<file path="src/include/mtr_cfg.svh">
// Register offsets, field positions, reset values and timing counts
`ifndef MTR_CFG_SVH
`define MTR_CFG_SVH

// ***********************************************************************
// Register offsets
// ***********************************************************************
`define MTR_OFS_SLOT_END        8'h13
`define MTR_OFS_TICK_LOW        8'h14
`define MTR_OFS_TICK_HIGH       8'h15
`define MTR_OFS_AMP_LOW         8'h16
`define MTR_OFS_AMP_HIGH        8'h17
`define MTR_OFS_AMP_CTRL        8'h18
`define MTR_OFS_BEACON_CTRL     8'h1a
`define MTR_OFS_NORMAL_CTRL     8'h1b

// ***********************************************************************
// Field positions
// ***********************************************************************
`define MTR_FIRST_SLOT_HI       7
`define MTR_FIRST_SLOT_LO       4
`define MTR_CONT_END_HI         3
`define MTR_CONT_END_LO         0
`define MTR_TICK_MSB_POS        0
`define MTR_TX_LEAD_LOW_HI      7
`define MTR_TX_LEAD_LOW_LO      1
`define MTR_TX_LEAD_TOP_HI      1
`define MTR_TX_LEAD_TOP_LO      0
`define MTR_AMP_MSB_POS         0
`define MTR_AMP_SYM_HI          4
`define MTR_AMP_SYM_LO          1
`define MTR_TRIG_POS            0
`define MTR_SEC_POS             1
`define MTR_ACK_REQ_POS         2
`define MTR_INDIRECT_POS        3
`define MTR_PENDING_POS         4

// ***********************************************************************
// Reset values
// ***********************************************************************
`define MTR_RST_SLOT            4'h0
`define MTR_RST_TICK            9'h140
`define MTR_RST_TX_LEAD         9'h028
`define MTR_RST_AMP_LEAD        9'h029
`define MTR_RST_AMP_SYM         4'h1

// ***********************************************************************
// Timing
// ***********************************************************************
`define MTR_TICK_NS             50
`define MTR_CLK_NS              25
`define MTR_TICK_CYC            ((`MTR_TICK_NS + `MTR_CLK_NS - 1) / `MTR_CLK_NS)

`endif

</file>
<file path="src/include/mtr_pkg.sv">
// Types shared by the transmit timing register bank
package mtr_pkg;

   typedef logic [7:0] mtr_byte_t;

   typedef enum logic [1:0] {
      MTR_IDLE = 2'b01,
      MTR_LEAD = 2'b10
   } mtr_state_t;

endpackage : mtr_pkg

</file>
<file path="src/core/mtr_regs.sv">
// Transmit timing and FIFO trigger register bank with lead sequencer
//
// The plain strobed port was left to the implementer.
`timescale 1ns/10ps
`include "mtr_cfg.svh"

// Behaviour
// RL1 - First slot end nibble, bits 7-4, reset 0
// RL2 - Contention end nibble, bits 3-0, reset 0
// RL3 - Symbol period counted in 50 ns ticks
// RL4 - Nine-bit tick count, reset 0x140
// RL5 - Nine-bit transmitter lead ticks, reset 0x028
// RL6 - Nine-bit amplifier lead ticks, reset 0x029
// RL7 - Amplifier lead symbols bits 4-1, reset 1
// RL8 - Software writes zero to reserved bits
// RL9 - Beacon security option bit 1, reset off
// RL10 - Beacon trigger starts beacon, self-clearing
// RL11 - Normal trigger starts normal frame, self-clearing
// RL12 - Read-only bit 4 shows last ack pending
// RL13 - Bit 3 enables indirect transmission
// RL14 - Bit 2 requests acknowledgement with retry
// RL15 - Bit 1 enables normal frame security
// RL16 - Normal options cleared at next trigger
// RL17 - Trigger bits read zero, zero write ignored
module mtr_regs #(
   parameter int ADDR_W = 8
) (
   input  wire logic              CLK_SYS,
   input  wire logic              RSTN,
   input  wire logic              CE,
   input  wire logic [ADDR_W-1:0] ADDR,
   input  wire mtr_pkg::mtr_byte_t WDATA,
   input  wire logic              WR,
   input  wire logic              RD,
   output mtr_pkg::mtr_byte_t     RDATA,
   input  wire logic              ACK_RX_VALID,
   input  wire logic              ACK_RX_PENDING,
   output logic [3:0]             FIRST_SLOT_END,
   output logic [3:0]             CONTENTION_PERIOD_END,
   output logic                   SYMBOL_STROBE,
   output logic                   BUSY,
   output logic                   TX_ON,
   output logic                   AMP_ON,
   output logic                   FRAME_START,
   output logic                   FRAME_IS_BEACON,
   output logic                   FRAME_SECURITY,
   output logic                   FRAME_ACK_REQUEST,
   output logic                   FRAME_INDIRECT
);
   import mtr_pkg::*;

   localparam int TICK_CYC = `MTR_TICK_CYC;
   localparam int DIV_W    = (TICK_CYC > 1) ? $clog2(TICK_CYC) : 1;
   localparam int LEAD_W   = 14;

   // ***********************************************************************
   // Elaboration checks
   // ***********************************************************************
   if (ADDR_W < 5) begin : g_bad_addr
      $error("ADDR_W too small for register map");
   end

   // A tick of part clocks would drift against the symbol timing
   if (`MTR_TICK_NS % `MTR_CLK_NS != 0) begin : g_bad_tick
      $error("Tick period is not a whole number of clocks");
   end

   // Longest lead: fifteen symbols of 511 ticks plus 511 ticks
   if (LEAD_W < $clog2(16 * 512)) begin : g_bad_lead
      $error("LEAD_W too narrow for the longest lead");
   end

   // ***********************************************************************
   // Register storage
   // ***********************************************************************
   logic [3:0]        first_slot_end_q;
   logic [3:0]        contention_period_end_q;
   logic [8:0]        symbol_tick_count_q;
   logic [8:0]        tx_lead_ticks_q;
   logic [8:0]        amp_lead_ticks_q;
   logic [3:0]        amp_lead_symbols_q;
   logic              beacon_security_on_q;
   logic              normal_indirect_q;
   logic              normal_ack_request_q;
   logic              normal_security_on_q;
   logic              ack_pending_flag_q;
   mtr_byte_t         rdata_q;

   logic              wr_en;
   logic              rd_en;
   logic              beacon_send_trigger;
   logic              normal_send_trigger;
   logic              start;

   assign wr_en = CE & WR;
   assign rd_en = CE & RD;

   // Trigger bits are not stored; a one pulses the sequencer
   assign beacon_send_trigger = wr_en && (ADDR == ADDR_W'(`MTR_OFS_BEACON_CTRL))
                                && WDATA[`MTR_TRIG_POS];   // see RL10
   assign normal_send_trigger = wr_en && (ADDR == ADDR_W'(`MTR_OFS_NORMAL_CTRL))
                                && WDATA[`MTR_TRIG_POS];   // see RL11

   // ***********************************************************************
   // Slot boundaries
   // ***********************************************************************
   always_ff @(posedge CLK_SYS or negedge RSTN) begin
      if (!RSTN) begin
         first_slot_end_q        <= `MTR_RST_SLOT;
         contention_period_end_q <= `MTR_RST_SLOT;
      end else if (wr_en && ADDR == ADDR_W'(`MTR_OFS_SLOT_END)) begin
         // Both slot ends load from one write
         first_slot_end_q        <= WDATA[`MTR_FIRST_SLOT_HI:`MTR_FIRST_SLOT_LO]; // see RL1
         contention_period_end_q <= WDATA[`MTR_CONT_END_HI:`MTR_CONT_END_LO];     // see RL2
      end
   end

   // ***********************************************************************
   // Symbol tick count and transmitter lead
   // ***********************************************************************
   always_ff @(posedge CLK_SYS or negedge RSTN) begin
      if (!RSTN) begin
         symbol_tick_count_q <= `MTR_RST_TICK;      // see RL4
         tx_lead_ticks_q     <= `MTR_RST_TX_LEAD;   // see RL5
      end else if (wr_en) begin
         // Each byte of a split field is written on its own
         if (ADDR == ADDR_W'(`MTR_OFS_TICK_LOW)) begin
            symbol_tick_count_q[7:0] <= WDATA;      // see RL4
         end
         if (ADDR == ADDR_W'(`MTR_OFS_TICK_HIGH)) begin
            symbol_tick_count_q[8]   <= WDATA[`MTR_TICK_MSB_POS];
            tx_lead_ticks_q[6:0]     <= WDATA[`MTR_TX_LEAD_LOW_HI:`MTR_TX_LEAD_LOW_LO]; // see RL5
         end
         if (ADDR == ADDR_W'(`MTR_OFS_AMP_CTRL)) begin
            tx_lead_ticks_q[8:7]     <= WDATA[`MTR_TX_LEAD_TOP_HI:`MTR_TX_LEAD_TOP_LO]; // see RL5
         end
      end
   end

   // ***********************************************************************
   // Amplifier lead
   // ***********************************************************************
   always_ff @(posedge CLK_SYS or negedge RSTN) begin
      if (!RSTN) begin
         amp_lead_ticks_q   <= `MTR_RST_AMP_LEAD;   // see RL6
         amp_lead_symbols_q <= `MTR_RST_AMP_SYM;    // see RL7
      end else if (wr_en) begin
         if (ADDR == ADDR_W'(`MTR_OFS_AMP_LOW)) begin
            amp_lead_ticks_q[7:0] <= WDATA;         // see RL6
         end
         if (ADDR == ADDR_W'(`MTR_OFS_AMP_HIGH)) begin
            amp_lead_ticks_q[8] <= WDATA[`MTR_AMP_MSB_POS];
            amp_lead_symbols_q  <= WDATA[`MTR_AMP_SYM_HI:`MTR_AMP_SYM_LO]; // see RL7
         end
      end
   end

   // ***********************************************************************
   // FIFO options
   // ***********************************************************************
   always_ff @(posedge CLK_SYS or negedge RSTN) begin
      if (!RSTN) begin
         beacon_security_on_q <= 1'b0;
      end else if (wr_en && ADDR == ADDR_W'(`MTR_OFS_BEACON_CTRL)) begin
         // The beacon option survives a trigger, unlike the normal ones
         beacon_security_on_q <= WDATA[`MTR_SEC_POS];   // see RL9
      end
   end

   // A normal trigger write consumes the options it carries, so they read back clear
   always_ff @(posedge CLK_SYS or negedge RSTN) begin
      if (!RSTN) begin
         normal_indirect_q    <= 1'b0;
         normal_ack_request_q <= 1'b0;
         normal_security_on_q <= 1'b0;
      end else if (normal_send_trigger) begin
         normal_indirect_q    <= 1'b0;                  // see RL16
         normal_ack_request_q <= 1'b0;
         normal_security_on_q <= 1'b0;
      end else if (wr_en && ADDR == ADDR_W'(`MTR_OFS_NORMAL_CTRL)) begin
         normal_indirect_q    <= WDATA[`MTR_INDIRECT_POS];  // see RL13
         normal_ack_request_q <= WDATA[`MTR_ACK_REQ_POS];   // see RL14
         normal_security_on_q <= WDATA[`MTR_SEC_POS];       // see RL15
      end
   end

   // Pending status follows each received acknowledgement
   always_ff @(posedge CLK_SYS or negedge RSTN) begin
      if (!RSTN) begin
         ack_pending_flag_q <= 1'b0;
      end else if (CE && ACK_RX_VALID) begin
         ack_pending_flag_q <= ACK_RX_PENDING;          // see RL12
      end
   end

   // ***********************************************************************
   // Read port
   // ***********************************************************************
   always_ff @(posedge CLK_SYS or negedge RSTN) begin
      if (!RSTN) begin
         rdata_q <= 8'h00;
      end else if (CE) begin
         rdata_q <= 8'h00;
         // Read data stand one cycle, then fall back to zero
         if (rd_en) begin
            unique case (ADDR)
               ADDR_W'(`MTR_OFS_SLOT_END): begin
                  rdata_q <= {first_slot_end_q, contention_period_end_q};
               end
               ADDR_W'(`MTR_OFS_TICK_LOW): begin
                  rdata_q <= symbol_tick_count_q[7:0];
               end
               ADDR_W'(`MTR_OFS_TICK_HIGH): begin
                  rdata_q <= {tx_lead_ticks_q[6:0], symbol_tick_count_q[8]};
               end
               ADDR_W'(`MTR_OFS_AMP_LOW): begin
                  rdata_q <= amp_lead_ticks_q[7:0];
               end
               ADDR_W'(`MTR_OFS_AMP_HIGH): begin
                  rdata_q <= {3'h0, amp_lead_symbols_q, amp_lead_ticks_q[8]};
               end
               ADDR_W'(`MTR_OFS_AMP_CTRL): begin
                  rdata_q <= {6'h00, tx_lead_ticks_q[8:7]};
               end
               ADDR_W'(`MTR_OFS_BEACON_CTRL): begin
                  rdata_q <= {6'h00, beacon_security_on_q, 1'b0};   // see RL17
               end
               ADDR_W'(`MTR_OFS_NORMAL_CTRL): begin
                  rdata_q <= {3'h0, ack_pending_flag_q, normal_indirect_q,
                              normal_ack_request_q, normal_security_on_q, 1'b0}; // see RL17
               end
               default: begin
                  rdata_q <= 8'h00;
               end
            endcase
         end
      end
   end

   assign RDATA                 = rdata_q;
   assign FIRST_SLOT_END        = first_slot_end_q;
   assign CONTENTION_PERIOD_END = contention_period_end_q;

   // ***********************************************************************
   // Tick divider and symbol strobe
   // ***********************************************************************
   logic [DIV_W-1:0] div_q;
   logic             tick_en;
   logic [8:0]       sym_cnt_q;
   logic             sym_strobe_q;

   // The divider freezes with CE, so ticks never shorten
   assign tick_en = CE && (div_q == DIV_W'(TICK_CYC - 1));   // see RL3

   always_ff @(posedge CLK_SYS or negedge RSTN) begin
      if (!RSTN) begin
         div_q <= '0;
      end else if (CE) begin
         if (tick_en) begin
            div_q <= '0;
         end else begin
            div_q <= div_q + DIV_W'(1);
         end
      end
   end

   // A count of zero stops the symbol strobe
   always_ff @(posedge CLK_SYS or negedge RSTN) begin
      if (!RSTN) begin
         sym_cnt_q    <= 9'h000;
         sym_strobe_q <= 1'b0;
      end else if (CE) begin
         sym_strobe_q <= 1'b0;
         if (tick_en) begin
            if (symbol_tick_count_q != 9'h000 && sym_cnt_q >= symbol_tick_count_q - 9'h001) begin
               sym_cnt_q    <= 9'h000;
               sym_strobe_q <= 1'b1;                    // see RL4
            end else begin
               sym_cnt_q <= sym_cnt_q + 9'h001;
            end
         end
      end
   end

   assign SYMBOL_STROBE = sym_strobe_q;

   // ***********************************************************************
   // Lead sequencer
   // ***********************************************************************
   mtr_state_t        state_q;
   logic [LEAD_W-1:0] lead_q;
   logic [LEAD_W-1:0] lead_total;
   logic              frame_start_q;
   logic              frame_beacon_q;
   logic              frame_sec_q;
   logic              frame_ack_q;
   logic              frame_ind_q;

   // Total amplifier lead in ticks: whole symbols plus extra ticks
   assign lead_total = LEAD_W'(amp_lead_symbols_q) * LEAD_W'(symbol_tick_count_q)
                       + LEAD_W'(amp_lead_ticks_q);     // see RL6 see RL7

   // Triggers while a frame is being led in are dropped
   // Lead counts down once a tick; the frame starts one tick after zero
   assign start = (state_q == MTR_IDLE) && (beacon_send_trigger || normal_send_trigger);

   always_ff @(posedge CLK_SYS or negedge RSTN) begin
      if (!RSTN) begin
         state_q       <= MTR_IDLE;
         lead_q        <= '0;
         frame_start_q <= 1'b0;
      end else if (CE) begin
         frame_start_q <= 1'b0;
         unique case (state_q)
            MTR_IDLE: begin
               if (start) begin
                  lead_q  <= lead_total;
                  state_q <= MTR_LEAD;
               end
            end
            MTR_LEAD: begin
               if (tick_en) begin
                  if (lead_q == '0) begin
                     frame_start_q <= 1'b1;             // see RL10 see RL11
                     state_q       <= MTR_IDLE;
                  end else begin
                     lead_q <= lead_q - LEAD_W'(1);
                  end
               end
            end
            // An unused state code falls back to idle
            default: begin
               state_q <= MTR_IDLE;
            end
         endcase
      end
   end

   // Frame descriptor captured at the trigger; beacon wins a same-cycle tie
   // The descriptor stands until the next accepted trigger
   always_ff @(posedge CLK_SYS or negedge RSTN) begin
      if (!RSTN) begin
         frame_beacon_q <= 1'b0;
         frame_sec_q    <= 1'b0;
         frame_ack_q    <= 1'b0;
         frame_ind_q    <= 1'b0;
      end else if (CE && start) begin
         if (beacon_send_trigger) begin
            frame_beacon_q <= 1'b1;
            frame_sec_q    <= WDATA[`MTR_SEC_POS];      // see RL9
            frame_ack_q    <= 1'b0;
            frame_ind_q    <= 1'b0;
         end else begin
            frame_beacon_q <= 1'b0;
            frame_sec_q    <= WDATA[`MTR_SEC_POS];      // see RL15
            frame_ack_q    <= WDATA[`MTR_ACK_REQ_POS];  // see RL14
            frame_ind_q    <= WDATA[`MTR_INDIRECT_POS]; // see RL13
         end
      end
   end

   // The transmitter joins once the remaining lead fits its own lead
   assign BUSY              = (state_q == MTR_LEAD);
   assign AMP_ON            = (state_q == MTR_LEAD);                            // see RL6
   assign TX_ON             = (state_q == MTR_LEAD)
                              && (lead_q <= LEAD_W'(tx_lead_ticks_q));           // see RL5
   assign FRAME_START       = frame_start_q;
   assign FRAME_IS_BEACON   = frame_beacon_q;
   assign FRAME_SECURITY    = frame_sec_q;
   assign FRAME_ACK_REQUEST = frame_ack_q;
   assign FRAME_INDIRECT    = frame_ind_q;

endmodule : mtr_regs

</file>
<file path="config.mk">
export PLATFORM = sky130hd
export DESIGN_NAME = mtr_regs
export DESIGN_NICKNAME = d
export VERILOG_FILES = /design/src/include/mtr_pkg.sv /design/src/core/mtr_regs.sv
export VERILOG_INCLUDE_DIRS = /design/src /design/src/include
export SDC_FILE = /design/constraint.sdc
export NUM_CORES = 1
export LEC_CHECK = 0
export ABC_AREA = 1
export BUFFER_PORTS_ARGS = -buffer_cell sky130_fd_sc_hd__buf_2
export CAP_MARGIN = 20
export CORE_ASPECT_RATIO = 0.9
export CORE_MARGIN = 4
export CORE_UTILIZATION = 62
export CTS_CLUSTER_DIAMETER = 60
export CTS_CLUSTER_SIZE = 16
export DETAILED_ROUTE_END_ITERATION = 12
export PLACE_DENSITY = 0.93
export SKIP_CTS_REPAIR_TIMING = 1
export SLEW_MARGIN = 20
export SYNTH_ARGS = -nofsm -noshare
export SYNTH_HDL_FRONTEND = slang
export SYNTH_SLANG_ARGS = --single-unit
</file>
<file path="constraint.sdc">
create_clock -name CLK_SYS -period 4.1 [get_ports CLK_SYS]
set_input_delay 0.615 -clock CLK_SYS [delete_from_list [all_inputs] [get_ports CLK_SYS]]
set_output_delay 0.615 -clock CLK_SYS [all_outputs]
set_load 0.02 [all_outputs]
</file>
### Yosys cells after proc, flatten, opt, wreduce, memory -nomap -nowiden

Index checks and enable logic that the tools add are counted.

* flip-flop bits (word level): 84
* latch bits: 0
* bits in writable memories: 0
* bits in read-only memories: 0
* input port bits: 23
* output and inout bits: 25
* word-level logic and storage cells: 99
* memories: 0

* add/sub/neg operators: 5
* $mul: 1
* div/mod/pow operators: 0
* $lt $le $gt $ge: 2
* equality and inequality tests: 14
* shifts and indexed selects: 0
* mux-type cells: 26
* bitwise logic cells: 2
* reductions and logical operators: 24

Operator list (count)
* == test 8 x 5 -> 1 bit (second input constant): 8
* case mux 8 bit (8 select lines): 1
* 2-to-1 mux 14 bit: 3
* case mux 14 bit (2 select lines): 1
* 2-to-1 mux 1 bit: 15
* adder 13 x 9 -> 14 bit: 1
* <= comparator 14 x 9 -> 1 bit: 1
* logical NOT 14 bit: 1
* subtractor 14 x 1 -> 14 bit (second input constant): 1
* multiplier 4 x 9 -> 13 bit: 1
* AND reduction 2 bit: 6
* logical AND 1 bit: 11
* adder 9 x 1 -> 9 bit (second input constant): 1
* >= comparator 9 bit: 1
* 2-to-1 mux 9 bit: 1
* nonzero test 9 bit: 1
* subtractor 9 x 1 -> 9 bit (second input constant): 1
* 2-to-1 mux 8 bit: 1
* 2-to-1 mux 2 bit: 3
* AND reduction 5 bit: 1
* inequality test 2 x 1 -> 1 bit (second input constant): 2
* inequality test 2 bit (second input constant): 2
* case mux 2 bit (2 select lines): 1
* AND reduction 4 bit: 1
* 6 further kinds: 8

### Logic depth before layout (Yosys ltp)

Gate-level depths: netlist of the first run.

* word-level depth: 7
* gate-level depth with buffers: 20
* depth with buffers taken out: 19

### Worst setup path after synthesis of the first run

No wires, ideal clock.

* path type: register to register
* start: register symbol_tick_count_q[6]
* end: register lead_q[8]
* library setup time: 0.116 ns
* data arrival time: 3.541 ns
* required time: 3.984 ns
* path slack: 0.442 ns
* cell stages (with the launch flop): 21
* buffers on the path: 1
* period minus slack after synthesis: 3.658 ns
* path through: dfstp_2 -> clkbuf_1 -> nand2_1 -> inv_1 -> fa_1 -> fa_1 -> inv_1 -> fa_1 -> inv_1 -> ha_1 -> nand2_1 -> inv_1 -> nand2_1 -> nand2_1 -> inv_1 -> nand2_1 -> or2_2 -> nand3_1 -> nand2_1 -> nand2_1 -> nand2_1

* longest elaborated chain between the ends: 4

RTL lines
* start, declared: line mtr_regs.sv:78 `logic [8:0] symbol_tick_count_q;`
* start signal, assigned: line mtr_regs.sv:123 `` symbol_tick_count_q <= `MTR_RST_TICK; ``
* multiplier 4 x 9 -> 13 bit: line mtr_regs.sv:300 `assign lead_total = LEAD_W'(amp_lead_symbols_q) * LEAD_W'(symbol_tick_count_q)`
* adder 13 x 9 -> 14 bit: line mtr_regs.sv:301 `+ LEAD_W'(amp_lead_ticks_q);`
* 2-to-1 mux 14 bit: line mtr_regs.sv:316 `if (start) begin`
* case mux 14 bit (2 select lines): line mtr_regs.sv:314 `unique case (state_q)`
* end signal, assigned: line mtr_regs.sv:317 `lead_q <= lead_total;`
* end signal, assigned: line mtr_regs.sv:327 `lead_q <= lead_q - LEAD_W'(1);`
* end, declared: line mtr_regs.sv:291 `logic [LEAD_W-1:0] lead_q;`

Every way passes these cells. The select of a mux whose other input is x is not followed.
A chain may end at the register's enable or synchronous reset.

### Worst setup path after layout of the first run

* start: register amp_lead_symbols_q[2]
* end: register lead_q[6]

* longest elaborated chain between the ends: 4

RTL lines
* start, declared: line mtr_regs.sv:81 `logic [3:0] amp_lead_symbols_q;`
* start signal, assigned: line mtr_regs.sv:146 `` amp_lead_symbols_q <= `MTR_RST_AMP_SYM; ``
* start signal, assigned: line mtr_regs.sv:153 `` amp_lead_symbols_q <= WDATA[`MTR_AMP_SYM_HI:`MTR_AMP_SYM_LO]; ``
* multiplier 4 x 9 -> 13 bit: line mtr_regs.sv:300
* adder 13 x 9 -> 14 bit: line mtr_regs.sv:301
* 2-to-1 mux 14 bit: line mtr_regs.sv:316
* case mux 14 bit (2 select lines): line mtr_regs.sv:314

Every way passes these cells. The select of a mux whose other input is x is not followed.

==> flow_summary.json, run 1 <==
{
  "grt_pass1_wl_mm": 27.98,
  "clk_pin_slew_ns": 0.07,
  "cp_slowest_cell": "dfrtp_1",
  "r2r_slack_ns": 0.23,
  "drive_gt1_share_pct": 9.873,
  "synth_top_area_cell": "dfrtp_1",
  "p_clk_share_pct": 27.7,
  "die_area_mm2": 0.01196,
  "diodes": 0,
  "fp-row-count": 34,
  "muxShareOfSynthArea_pct": 0.1572,
  "fill_cells": 686,
  "start_util_pct": 64.81,
  "wl_per_cell_um": 15.61,
  "antenna_found_initial": 0,
  "busiest_layer": "met2",
  "met1_usage_pct": 39.47,
  "yosysWarnings": 0,
  "rr_startpoint": "amp_lead_symbols_q[2]",
  "rsz0062_at_grt": "no",
  "drt-initial-drc-count": 626,
  "drv_cap": 0,
  "syn-num-nets": 989,
  "grt_util_met2_pct": 45.80,
  "core_area_mm2": 0.009827,
  "whs_ns": 0.2959,
  "grt_pass1_vias": 5767,
  "h-tree-depth": 3,
  "io_buffers": 47,
  "worst_pin_slew_ns": 0.7627,
  "ys_seq_area_share_pct": 33.18,
  "status": "completed",
  "synthDominantCellAreaShare_pct": 29.47,
  "synth_compound_area_share_pct": 8.625,
  "layout-area-overhead-vs-synth_pct": 9.764,
  "worstPathArrival_ns": 4.11,
  "num_vias": 6067,
  "worstSetupPathType": "reg2reg",
  "hpwl_mm": 11.61,
  "syn_inst": 898,
  "p_comb_share_pct": 36.1,
  "p_leak_uw": 0.004106,
  "fmax_ghz": 0.2583,
  "finClkSkew_ns": 0.01106,
  "cp-end-kind": "flip-flop",
  "cp_max_fo": 11,
  "synth_area_leaders": "dfrtp_1 (29%), nand2_1 (18%), ha_1 (9.0%)",
  "synth_top_family_by_area": "simple AND/OR/NAND/NOR gates",
  "synth_fa_ha_area_share_pct": 15.95,
  "ant_nets": 0,
  "numCtsBuffers": 9,
  "wirelength_mm": 16.67,
  "maxSlewViolCount": 0,
  "netlist_area_mm2": 0.006369,
  "firstDrtPassIters": 6,
  "viasPerCell": 5.681,
  "io_pins": 48,
  "r2r_cells": 15,
  "crit_chain": "nand2_1, fa_1, fa_1, fa_1, inv_1, ha_1, nand2_1, nand3_1, nand2_1, nand2_1, or2_2, nand3_1, nand2_1, nand2_1, nand2_1",
  "post-route-drc-count": 0,
  "cts.sinks": 84,
  "grt_max_degree": 85,
  "tns_ns": 0,
  "use_met3_pct": 5.701,
  "cp_common_cell": "nand2_1",
  "grt-ovfl-total": 0,
  "synth-edff-count": 0,
  "synth-xor-area-share_pct": 2.200,
  "avgSynthCellArea_um2": 7.092,
  "powerDensity_mw_per_mm2": 426.1,
  "track_usage_pct": 29.04,
  "finalCritPeriodShare_pct": 94.44,
  "cts_tree": "built",
  "slew_headroom_pct": 49.15,
  "peakVddDrop_uv": 329.5,
  "synth.distinct_cells": 35,
  "place_congestion": 0.9719,
  "clockBufferDepth": 2,
  "die_x_um": 114.8,
  "worstPathRequired_ns": 4.34,
  "synthSimpleGateAreaFrac_pct": 29.49,
  "fin_nets": 1028,
  "cpPeakStageDelay_ns": 0.58,
  "setup_viol_count_final": 0,
  "r2r-end": "lead_q[6]",
  "critical_path.startpoint_type": "flip-flop",
  "dieHeight_um": 104.2,
  "synthFlopType": "dfrtp_1",
  "yosysMostFrequentCell": "nand2_1",
  "hold_class": "in2async",
  "synth_common_cells": "nand2_1 (311), inv_1 (145), dfrtp_1 (75)",
  "fin_crit_ns": 3.872,
  "switchingPower_uw": 1215,
  "swShare_pct": 40.78,
  "synthArstFlopShare_pct": 100.0,
  "worstSkewPairLatency_ns": 0.35,
  "internal_power_uw": 1764,
  "hold_viol_final": 0,
  "pwr-share-seq_pct": 36.2,
  "ys_seq_elements": 84,
  "cts_root_buf": "clkbuf_16"
}
[registers in the layout (all words and copies together) (netlist names), 2 cells and up]
| name | flops |
|---|---|
| amp_lead_ticks_q | 9 |
| RDATA | 8 |
| lead_q | 14 |
| CONTENTION_PERIOD_END | 4 |
| symbol_tick_count_q | 9 |
| tx_lead_ticks_q | 9 |
| sym_cnt_q | 9 |
| FIRST_SLOT_END | 4 |
| amp_lead_symbols_q | 4 |
| state_q | 2 |
[power by group through the flow]
stage | Combinational (uW) | Clock, uW | Sequential [uW]
CTS | 1060 | 826 | 1070
finish | 1070 | 826 | 1080
global placement | 1000 | 0 | 1080
global route | 1210 | 866 | 1090
detailed placement | 1030 | 0 | 1080
floorplan | 821 | 0 | 1050
[final cells by class]
class	instances	area, um2	area share, %
multi-input combinational	643	3593	51.41
sequential	84	2113	30.23
inverter	151	566.8	8.108
timing repair buffer	48	249.0	3.562
clock buffer	9	225.2	3.222
tap	126	157.7	2.255
clock inverter	7	85.08	1.217
[cells by family (layout without fill, tap and decap cells)]
| family | Yosys count | after routing |
|---|---|---|
| flops | 84 | 84 |
| mux | 1 | 1 |
| xor+xnor | 16 | 16 |
| simple gates | 454 | 454 |
| buf+inv | 171 | 215 |
| fa+ha+maj | 68 | 68 |
| compound gates | 104 | 104 |
[through the flow]
| step | instance area [um2] | util [%] | power (uW) | cells | setup slack, ns |
|---|---|---|---|---|---|
| global route | 6990 | 71.14 | 3174 | 1068 | 0.04301 |
| CTS | 6987 | 71.10 | 2953 | 1068 | 0.2753 |
| finish | 6990 | 71.14 | 2979 | 1068 | 0.2280 |
| floorplan | 6369 | - | 1871 | 898 | 0.4422 |
| detailed placement | 6676 | 67.94 | 2115 | 1052 | 0.3931 |
| global placement | 6676 | 67.94 | 2081 | 1052 | 0.4285 |
[how the worst max path moves through the flow]
stage	from	endpoint	slack [ns]
2_1_floorplan	symbol_tick_count_q[6]	lead_q[8]	0.44
5_1_grt	amp_lead_symbols_q[2]	lead_q[6]	0.04
6_report	amp_lead_symbols_q[2]	lead_q[6]	0.23
3_5_place_dp	amp_lead_symbols_q[3]	lead_q[6]	0.39
4_1_cts	amp_lead_symbols_q[2]	lead_q[6]	0.28
3_3_place_gp	amp_lead_symbols_q[3]	lead_q[6]	0.43
[placed cells by master, fill, tap and decap left out, drive strengths merged]
master	Yosys	layout
or2	6	6
clkbuf	15	9
nand2	313	313
a21o	2	2
clkinvlp	0	1
inv	151	152
xor2	11	11
nand3b	5	5
a31oi	1	1
o22ai	6	6
o21a	1	1
ha	46	46
a21oi	19	19
mux2i	1	1
buf	5	48
xnor2	5	5
a211oi	1	1
o21ai	70	70
nor3	9	9
dfrtp	75	75
fa	22	22
dfstp	9	9
o31ai	4	4
clkinv	0	5
nor2	62	62
nand4	11	11
nand3	48	48
[critical path, delay by kind of cell, from the launching register on]
family,cells,cell delay (ns)
buf+inv,1,0.05
simple gates,10,1.18
flops,1,0.58
fa+ha+maj,4,1.97
[per-layer routing]
layer	part of all wire, %	routed length, um	vias up
met5	0	0	-
met4	4.3	709	0
met3	9.4	1572	74
met2	46	7720	365
met1	40	6670	2755
li1	-	-	2873
Note: power is estimated with default switching activity, not from simulation.
==> inputs of run 2 (changes only) <==
--- a/config.mk
+++ b/config.mk
@@ -6,16 +6,15 @@
 export SDC_FILE = /design/constraint.sdc
 export NUM_CORES = 1
 export LEC_CHECK = 0
-export ABC_AREA = 1
 export BUFFER_PORTS_ARGS = -buffer_cell sky130_fd_sc_hd__buf_2
 export CAP_MARGIN = 20
 export CORE_ASPECT_RATIO = 0.9
 export CORE_MARGIN = 4
-export CORE_UTILIZATION = 62
+export CORE_UTILIZATION = 61
 export CTS_CLUSTER_DIAMETER = 60
 export CTS_CLUSTER_SIZE = 16
 export DETAILED_ROUTE_END_ITERATION = 12
-export PLACE_DENSITY = 0.93
+export PLACE_DENSITY = 0.84
 export SKIP_CTS_REPAIR_TIMING = 1
 export SLEW_MARGIN = 20
 export SYNTH_ARGS = -nofsm -noshare
==> run 2 against run 1 <==
Compared with the run above:
- critical path depth decreased by 1
- core utilization down 2.9 points
- routed wire length down 8.2%
- synthesized cell count down 28%
- first-iteration DRC count down 6.9%
- via count decreased by 15%
- hold slack got worse by 0.010 ns
- clock skew increased by 0.0033 ns
==> flow_summary.json, run 2 <==
{
  "synth-edff-count": 0,
  "yosysMostFrequentCell": "dfrtp_1",
  "cts_root_buf": "clkbuf_8",
  "fp-row-count": 34,
  "ant_nets": 0,
  "core_area_mm2": 0.009657,
  "place_inst": 799,
  "synth_area_leaders": "dfrtp_1 (31%), ha_1 (9.5%), fa_1 (7.3%)",
  "maxSlewViolCount": 0,
  "drv_cap": 0,
  "cp_max_fo": 11,
  "place_congestion": 0.9605,
  "ys_seq_elements": 84,
  "synth_top_area_cell": "dfrtp_1",
  "status": "completed",
  "die_x_um": 113.0,
  "synthDominantCellAreaShare_pct": 31.02,
  "io_buffers": 47,
  "dieHeight_um": 102.5,
  "synth_common_cells": "dfrtp_1 (75), nand2_1 (63), inv_1 (62)",
  "finClkSkew_ns": 0.01438,
  "cts.sinks": 84,
  "max_flop_register": "lead_q",
  "detailedPlace.worstSlack_ns": 0.1286,
  "synthFlopType": "dfrtp_1",
  "fin_crit_ns": 3.904,
  "avgSynthCellArea_um2": 9.352,
  "hold_class": "in2async",
  "cts_tree": "built",
  "cpPeakStageDelay_ns": 0.55,
  "fmax_ghz": 0.2561,
  "h-tree-depth": 3,
  "antenna_found_initial": 0,
  "instances_no_fill": 816,
  "hpwl_mm": 11.43,
  "wirelength_mm": 15.30,
  "slew_headroom_pct": 29.97,
  "netlist_area_mm2": 0.006051,
  "drive_gt1_share_pct": 18.12,
  "critical_path.startpoint_type": "flip-flop",
  "synth.distinct_cells": 66,
  "worstSkewPairLatency_ns": 0.37,
  "syn-num-nets": 738,
  "most-common-layout-cells": "dfrtp_1 (72), nand2_1 (63), inv_1 (62)",
  "synthArstFlopShare_pct": 100.0,
  "numCtsBuffers": 9,
  "worstPathArrival_ns": 4.14,
  "grt_pass1_vias": 5053,
  "diodes": 0,
  "largest_reg_flops": 14,
  "wl_per_cell_um": 18.75,
  "clk_pin_slew_ns": 0.11,
  "track_usage_pct": 27.60,
  "worstPathRequired_ns": 4.34,
  "start_util_pct": 62.66,
  "fill_cells": 733,
  "hold_viol_final": 0,
  "grt-ovfl-total": 0,
  "crit_chain": "and2_1, fa_1, fa_1, inv_1, fa_1, inv_1, ha_1, o21ai_0, o21bai_1, a21o_1, nand2_1, a31oi_1, xnor2_1, o21ai_0",
  "viasPerCell": 6.300,
  "io_pins": 48,
  "final_common_cell": "dfrtp_1",
  "worst_pin_slew_ns": 1.034,
  "die_area_mm2": 0.01158,
  "cp_slowest_cell": "fa_1",
  "num_vias": 5141,
  "peakVddDrop_uv": 194.2,
  "worstSetupPathType": "reg2reg",
  "p_leak_uw": 0.003319,
  "post-route-util_pct": 68.28,
  "finalCritPeriodShare_pct": 95.22,
  "drt-initial-drc-count": 583,
  "fin_ws_ns": 0.1960,
  "post-route-drc-count": 0,
  "syn_inst": 647,
  "yosysWarnings": 0,
  "firstDrtPassIters": 5,
  "layout-area-overhead-vs-synth_pct": 8.974,
  "cp_common_cell": "fa_1",
  "fin_nets": 776,
  "p_total_uw": 1879,
  "ys_seq_area_share_pct": 34.93,
  "powerDensity_mw_per_mm2": 284.9,
  "grt_max_degree": 85,
  "cp-end-kind": "flip-flop",
  "grt_pass1_wl_mm": 25.11,
  "clockBufferDepth": 2,
  "setup_viol_count_final": 0
}
## run 2: critical path: cells and delay by family (launching register included)
kind	cells	cell delay (ns)
XOR/XNOR	1	0.17
adder cells (fa/ha/maj)	4	1.88
flip-flops	1	0.49
AO/OA/AOI/OAI	5	0.87
buffers and inverters	2	0.09
AND/OR/NAND/NOR	2	0.28
## run 2: report_power, final
group | switching, uW | total [uW] | internal [uW]
combinational | 187 | 311 | 124
clock | 367 | 610 | 243
sequential | 71.6 | 958 | 886
## run 2: cell families (layout without fill, tap and decap cells)
group	count (synthesis)	after routing	share of synthesized area, %
AND/OR/NAND/NOR	201	201	17.16
AO/OA/AOI/OAI	144	144	15.16
buffers and inverters	94	137	6.348
flip-flops	84	84	34.93
adder cells (fa/ha/maj)	68	68	16.79
multiplexers	35	35	6.576
XOR/XNOR	21	21	3.040
## run 2: area by class of cell
cell class,count,area [um2],share of cell area (%)
clock buffers,9,123.9,1.879
multi-input cells,469,3561,54.00
flip-flops and latches,84,2117,32.11
repair buffers,56,309.0,4.687
well taps,126,157.7,2.391
inverters,65,249.0,3.776
clock inverters,7,76.32,1.157
## run 2: worst paths after layout
check / startpoint / end / slack [ns] / depth (start not counted)
worst min register to register: FRAME_INDIRECT / FRAME_INDIRECT / 0.48 / 2
worst max register to register: amp_lead_symbols_q[3] / lead_q[10] / 0.20 / 14
max in group asynchronous: RSTN / amp_lead_symbols_q[2] / 3.27 / 1
worst max-delay path: amp_lead_symbols_q[3] / lead_q[10] / 0.20 / 14
min in group CLK_SYS: ACK_RX_PENDING / ack_pending_flag_q / 0.48 / 2
worst min-delay path: RSTN / FIRST_SLOT_END[3] / 0.29 / 1
## run 2: stage by stage
step / hold WS, ns / instance area [um2] / setup TNS [ns]
final: 0.2854 / 6594 / 0
after global routing: 0.3377 / 6594 / -0.0003721
after CTS: 0.4587 / 6571 / 0
after detailed placement: 0.4650 / 6371 / 0
after global placement: 0.4574 / 6371 / 0
after floorplan: 0.3194 / 6051 / 0
## run 2: per-layer routing
metal | up-vias | part of all wire (%) | track usage [%]
li1 | 2339 | - | -
met1 | 2495 | 41 | 36.12
met2 | 260 | 47 | 45.13
met3 | 47 | 8.6 | 5.329
met4 | 0 | 3.8 | 12.29
met5 | - | 0 | 0
==> inputs of run 3 (changes only) <==
--- a/config.mk
+++ b/config.mk
@@ -10,11 +10,12 @@
 export CAP_MARGIN = 20
 export CORE_ASPECT_RATIO = 0.9
 export CORE_MARGIN = 4
-export CORE_UTILIZATION = 61
+export CORE_UTILIZATION = 45
 export CTS_CLUSTER_DIAMETER = 60
 export CTS_CLUSTER_SIZE = 16
 export DETAILED_ROUTE_END_ITERATION = 12
-export PLACE_DENSITY = 0.84
+export MAX_ROUTING_LAYER = met4
+export PLACE_DENSITY = 0.66
 export SKIP_CTS_REPAIR_TIMING = 1
 export SLEW_MARGIN = 20
 export SYNTH_ARGS = -nofsm -noshare
==> run 3 against run 2 <==
Compared with the run above:
- count of clock-buffer cells in the layout up 1
- hold slack better by 0.032 ns
- total power is 14% higher
- first-iteration DRC count fell by 27%
- clock power rose by 44%
- sequential share of layout area decreased by 0.91 points
- routed wire length down 0.43%
- critical endpoint is now lead_q[12]
==> flow_summary.json, run 3 (synthesized netlist as in run 2, its figures left out) <==
{
  "fin_area_mm2": 0.006782,
  "tns_ns": 0,
  "pwr-share-seq_pct": 44.6,
  "p_leak_uw": 0.003398,
  "ant_nets": 0,
  "finClkSkew_ns": 0.006214,
  "firstDrtPassIters": 5,
  "fill_cells": 1176,
  "clk_pin_slew_ns": 0.07,
  "worstSkewPairLatency_ns": 0.35,
  "rr_startpoint": "amp_lead_symbols_q[3]",
  "maxSlewViolCount": 0,
  "core_area_mm2": 0.01293,
  "cts_root_buf": "clkbuf_16",
  "viasPerCell": 5.737,
  "switchingPower_uw": 630.8,
  "place_area_mm2": 0.006449,
  "cts.sinks": 84,
  "io_buffers": 47,
  "drt-initial-drc-count": 428,
  "slew_headroom_pct": 27.93,
  "io_pins": 48,
  "numCtsBuffers": 9,
  "antenna_found_initial": 0,
  "hold_class": "in2async",
  "fin_nets": 781,
  "most-common-layout-cells": "dfrtp_1 (73), nand2_1 (63), inv_1 (62)",
  "diodes": 0,
  "layout-area-overhead-vs-synth_pct": 12.08,
  "wl_per_cell_um": 17.74,
  "grt_max_degree": 56,
  "worstSetupPathType": "reg2reg",
  "powerDensity_mw_per_mm2": 316.1,
  "wirelength_mm": 15.24,
  "fin_crit_ns": 3.857,
  "internal_power_uw": 1513,
  "p_comb_share_pct": 14.5,
  "fmax_ghz": 0.2593,
  "h-tree-depth": 3,
  "num_vias": 4928,
  "post-route-drc-count": 0,
  "grt_pass1_wl_mm": 25.72,
  "whs_ns": 0.3178,
  "r2r_slack_ns": 0.24,
  "fp-row-count": 39,
  "status": "completed",
  "worst_pin_slew_ns": 1.064,
  "hpwl_mm": 11.58,
  "swShare_pct": 29.43,
  "hold_viol_final": 0,
  "die_x_um": 130.2,
  "p_clk_share_pct": 40.9,
  "grt-ovfl-total": 0,
  "r2r_cells": 14,
  "setup_viol_count_final": 0,
  "finalCritPeriodShare_pct": 94.07,
  "rsz0062_at_grt": "no",
  "r2r-end": "lead_q[12]",
  "cp-end-kind": "flip-flop",
  "cts_tree": "built",
  "track_usage_pct": 21.81,
  "start_util_pct": 46.79,
  "critical_path.startpoint_type": "flip-flop",
  "crit_start": "amp_lead_symbols_q[3]",
  "cp_max_fo": 9,
  "grt_pass1_vias": 4851,
  "dieHeight_um": 118.0,
  "cp-endpoint": "lead_q[12]",
  "drv_cap": 0,
  "drive_gt1_share_pct": 18.27,
  "max_flop_register": "lead_q",
  "place_congestion": 0.8711,
  "clockBufferDepth": 2,
  "final_common_cell": "dfrtp_1",
  "die_area_mm2": 0.01537,
  "largest_reg_flops": 14,
  "worstPathArrival_ns": 4.08,
  "peakVddDrop_uv": 211.1,
  "worstPathRequired_ns": 4.32
}
## run 3: how the worst min path moves through the flow
stage / slack (ns) / endpoint / from / cells past startpoint
6_report: 0.32 / RDATA[6] / RSTN / 1
5_1_grt: 0.37 / tx_lead_ticks_q[6] / RSTN / 1
4_1_cts: 0.34 / RDATA[6] / RSTN / 1
3_5_place_dp: 0.47 / SYMBOL_STROBE / SYMBOL_STROBE / 1
3_3_place_gp: 0.46 / SYMBOL_STROBE / SYMBOL_STROBE / 1
2_1_floorplan: 0.32 / CONTENTION_PERIOD_END[0] / RSTN / 0
## run 3: final cells by class
cell class                      instances  area [um2]  share of cell area (%)
Clock buffer                           10       239.0                   3.524
Clock inverter                          6       76.32                   1.125
Inverter                               65       249.0                   3.672
Multi-Input combinational cell        469        3553                   52.40
Sequential cell                        84        2116                   31.20
Tap cell                              164       205.2                   3.026
Timing Repair Buffer                   61       342.8                   5.055
## run 3: per-stage QoR
| stage | util (%) | setup WS [ns] | std cells | power (uW) |
|---|---|---|---|---|
| after global routing | 52.44 | 0.006495 | 859 | 2247 |
| after global placement | 49.87 | 0.2349 | 841 | 1265 |
| after CTS | 52.31 | 0.1120 | 857 | 2156 |
| after detailed placement | 49.87 | 0.1590 | 841 | 1281 |
| after floorplan | - | 0.3358 | 647 | 1154 |
| final | 52.44 | 0.2429 | 859 | 2144 |
## run 3: power by group through the flow
stage	clock, uW	combinational [uW]	sequential, uW
finish	877	311	956
floorplan	0	207	948
global placement	0	298	967
detailed placement	0	311	970
global route	925	358	965
CTS	887	314	955
## run 3: critical path, stage by stage (launching register included)
cell and delay, ns:
dfrtp_2 0.47, and2_1 0.18, fa_1 0.50, fa_1 0.54
inv_1 0.05, fa_1 0.50, inv_1 0.04, ha_1 0.34
o21ai_0 0.13, o21bai_1 0.09, a21o_1 0.23, a31oi_1 0.23
o21ai_0 0.15, xnor2_1 0.18, o211ai_1 0.10
## run 3: routing by layer
metal	wire length [um]	GRT usage, %	vias to the layer above
met4	498	7.338	0
met1	6931	29.32	2385
li1	-	-	2352
met3	962	5.172	29
met2	6842	32.31	162
met5	0	-	-
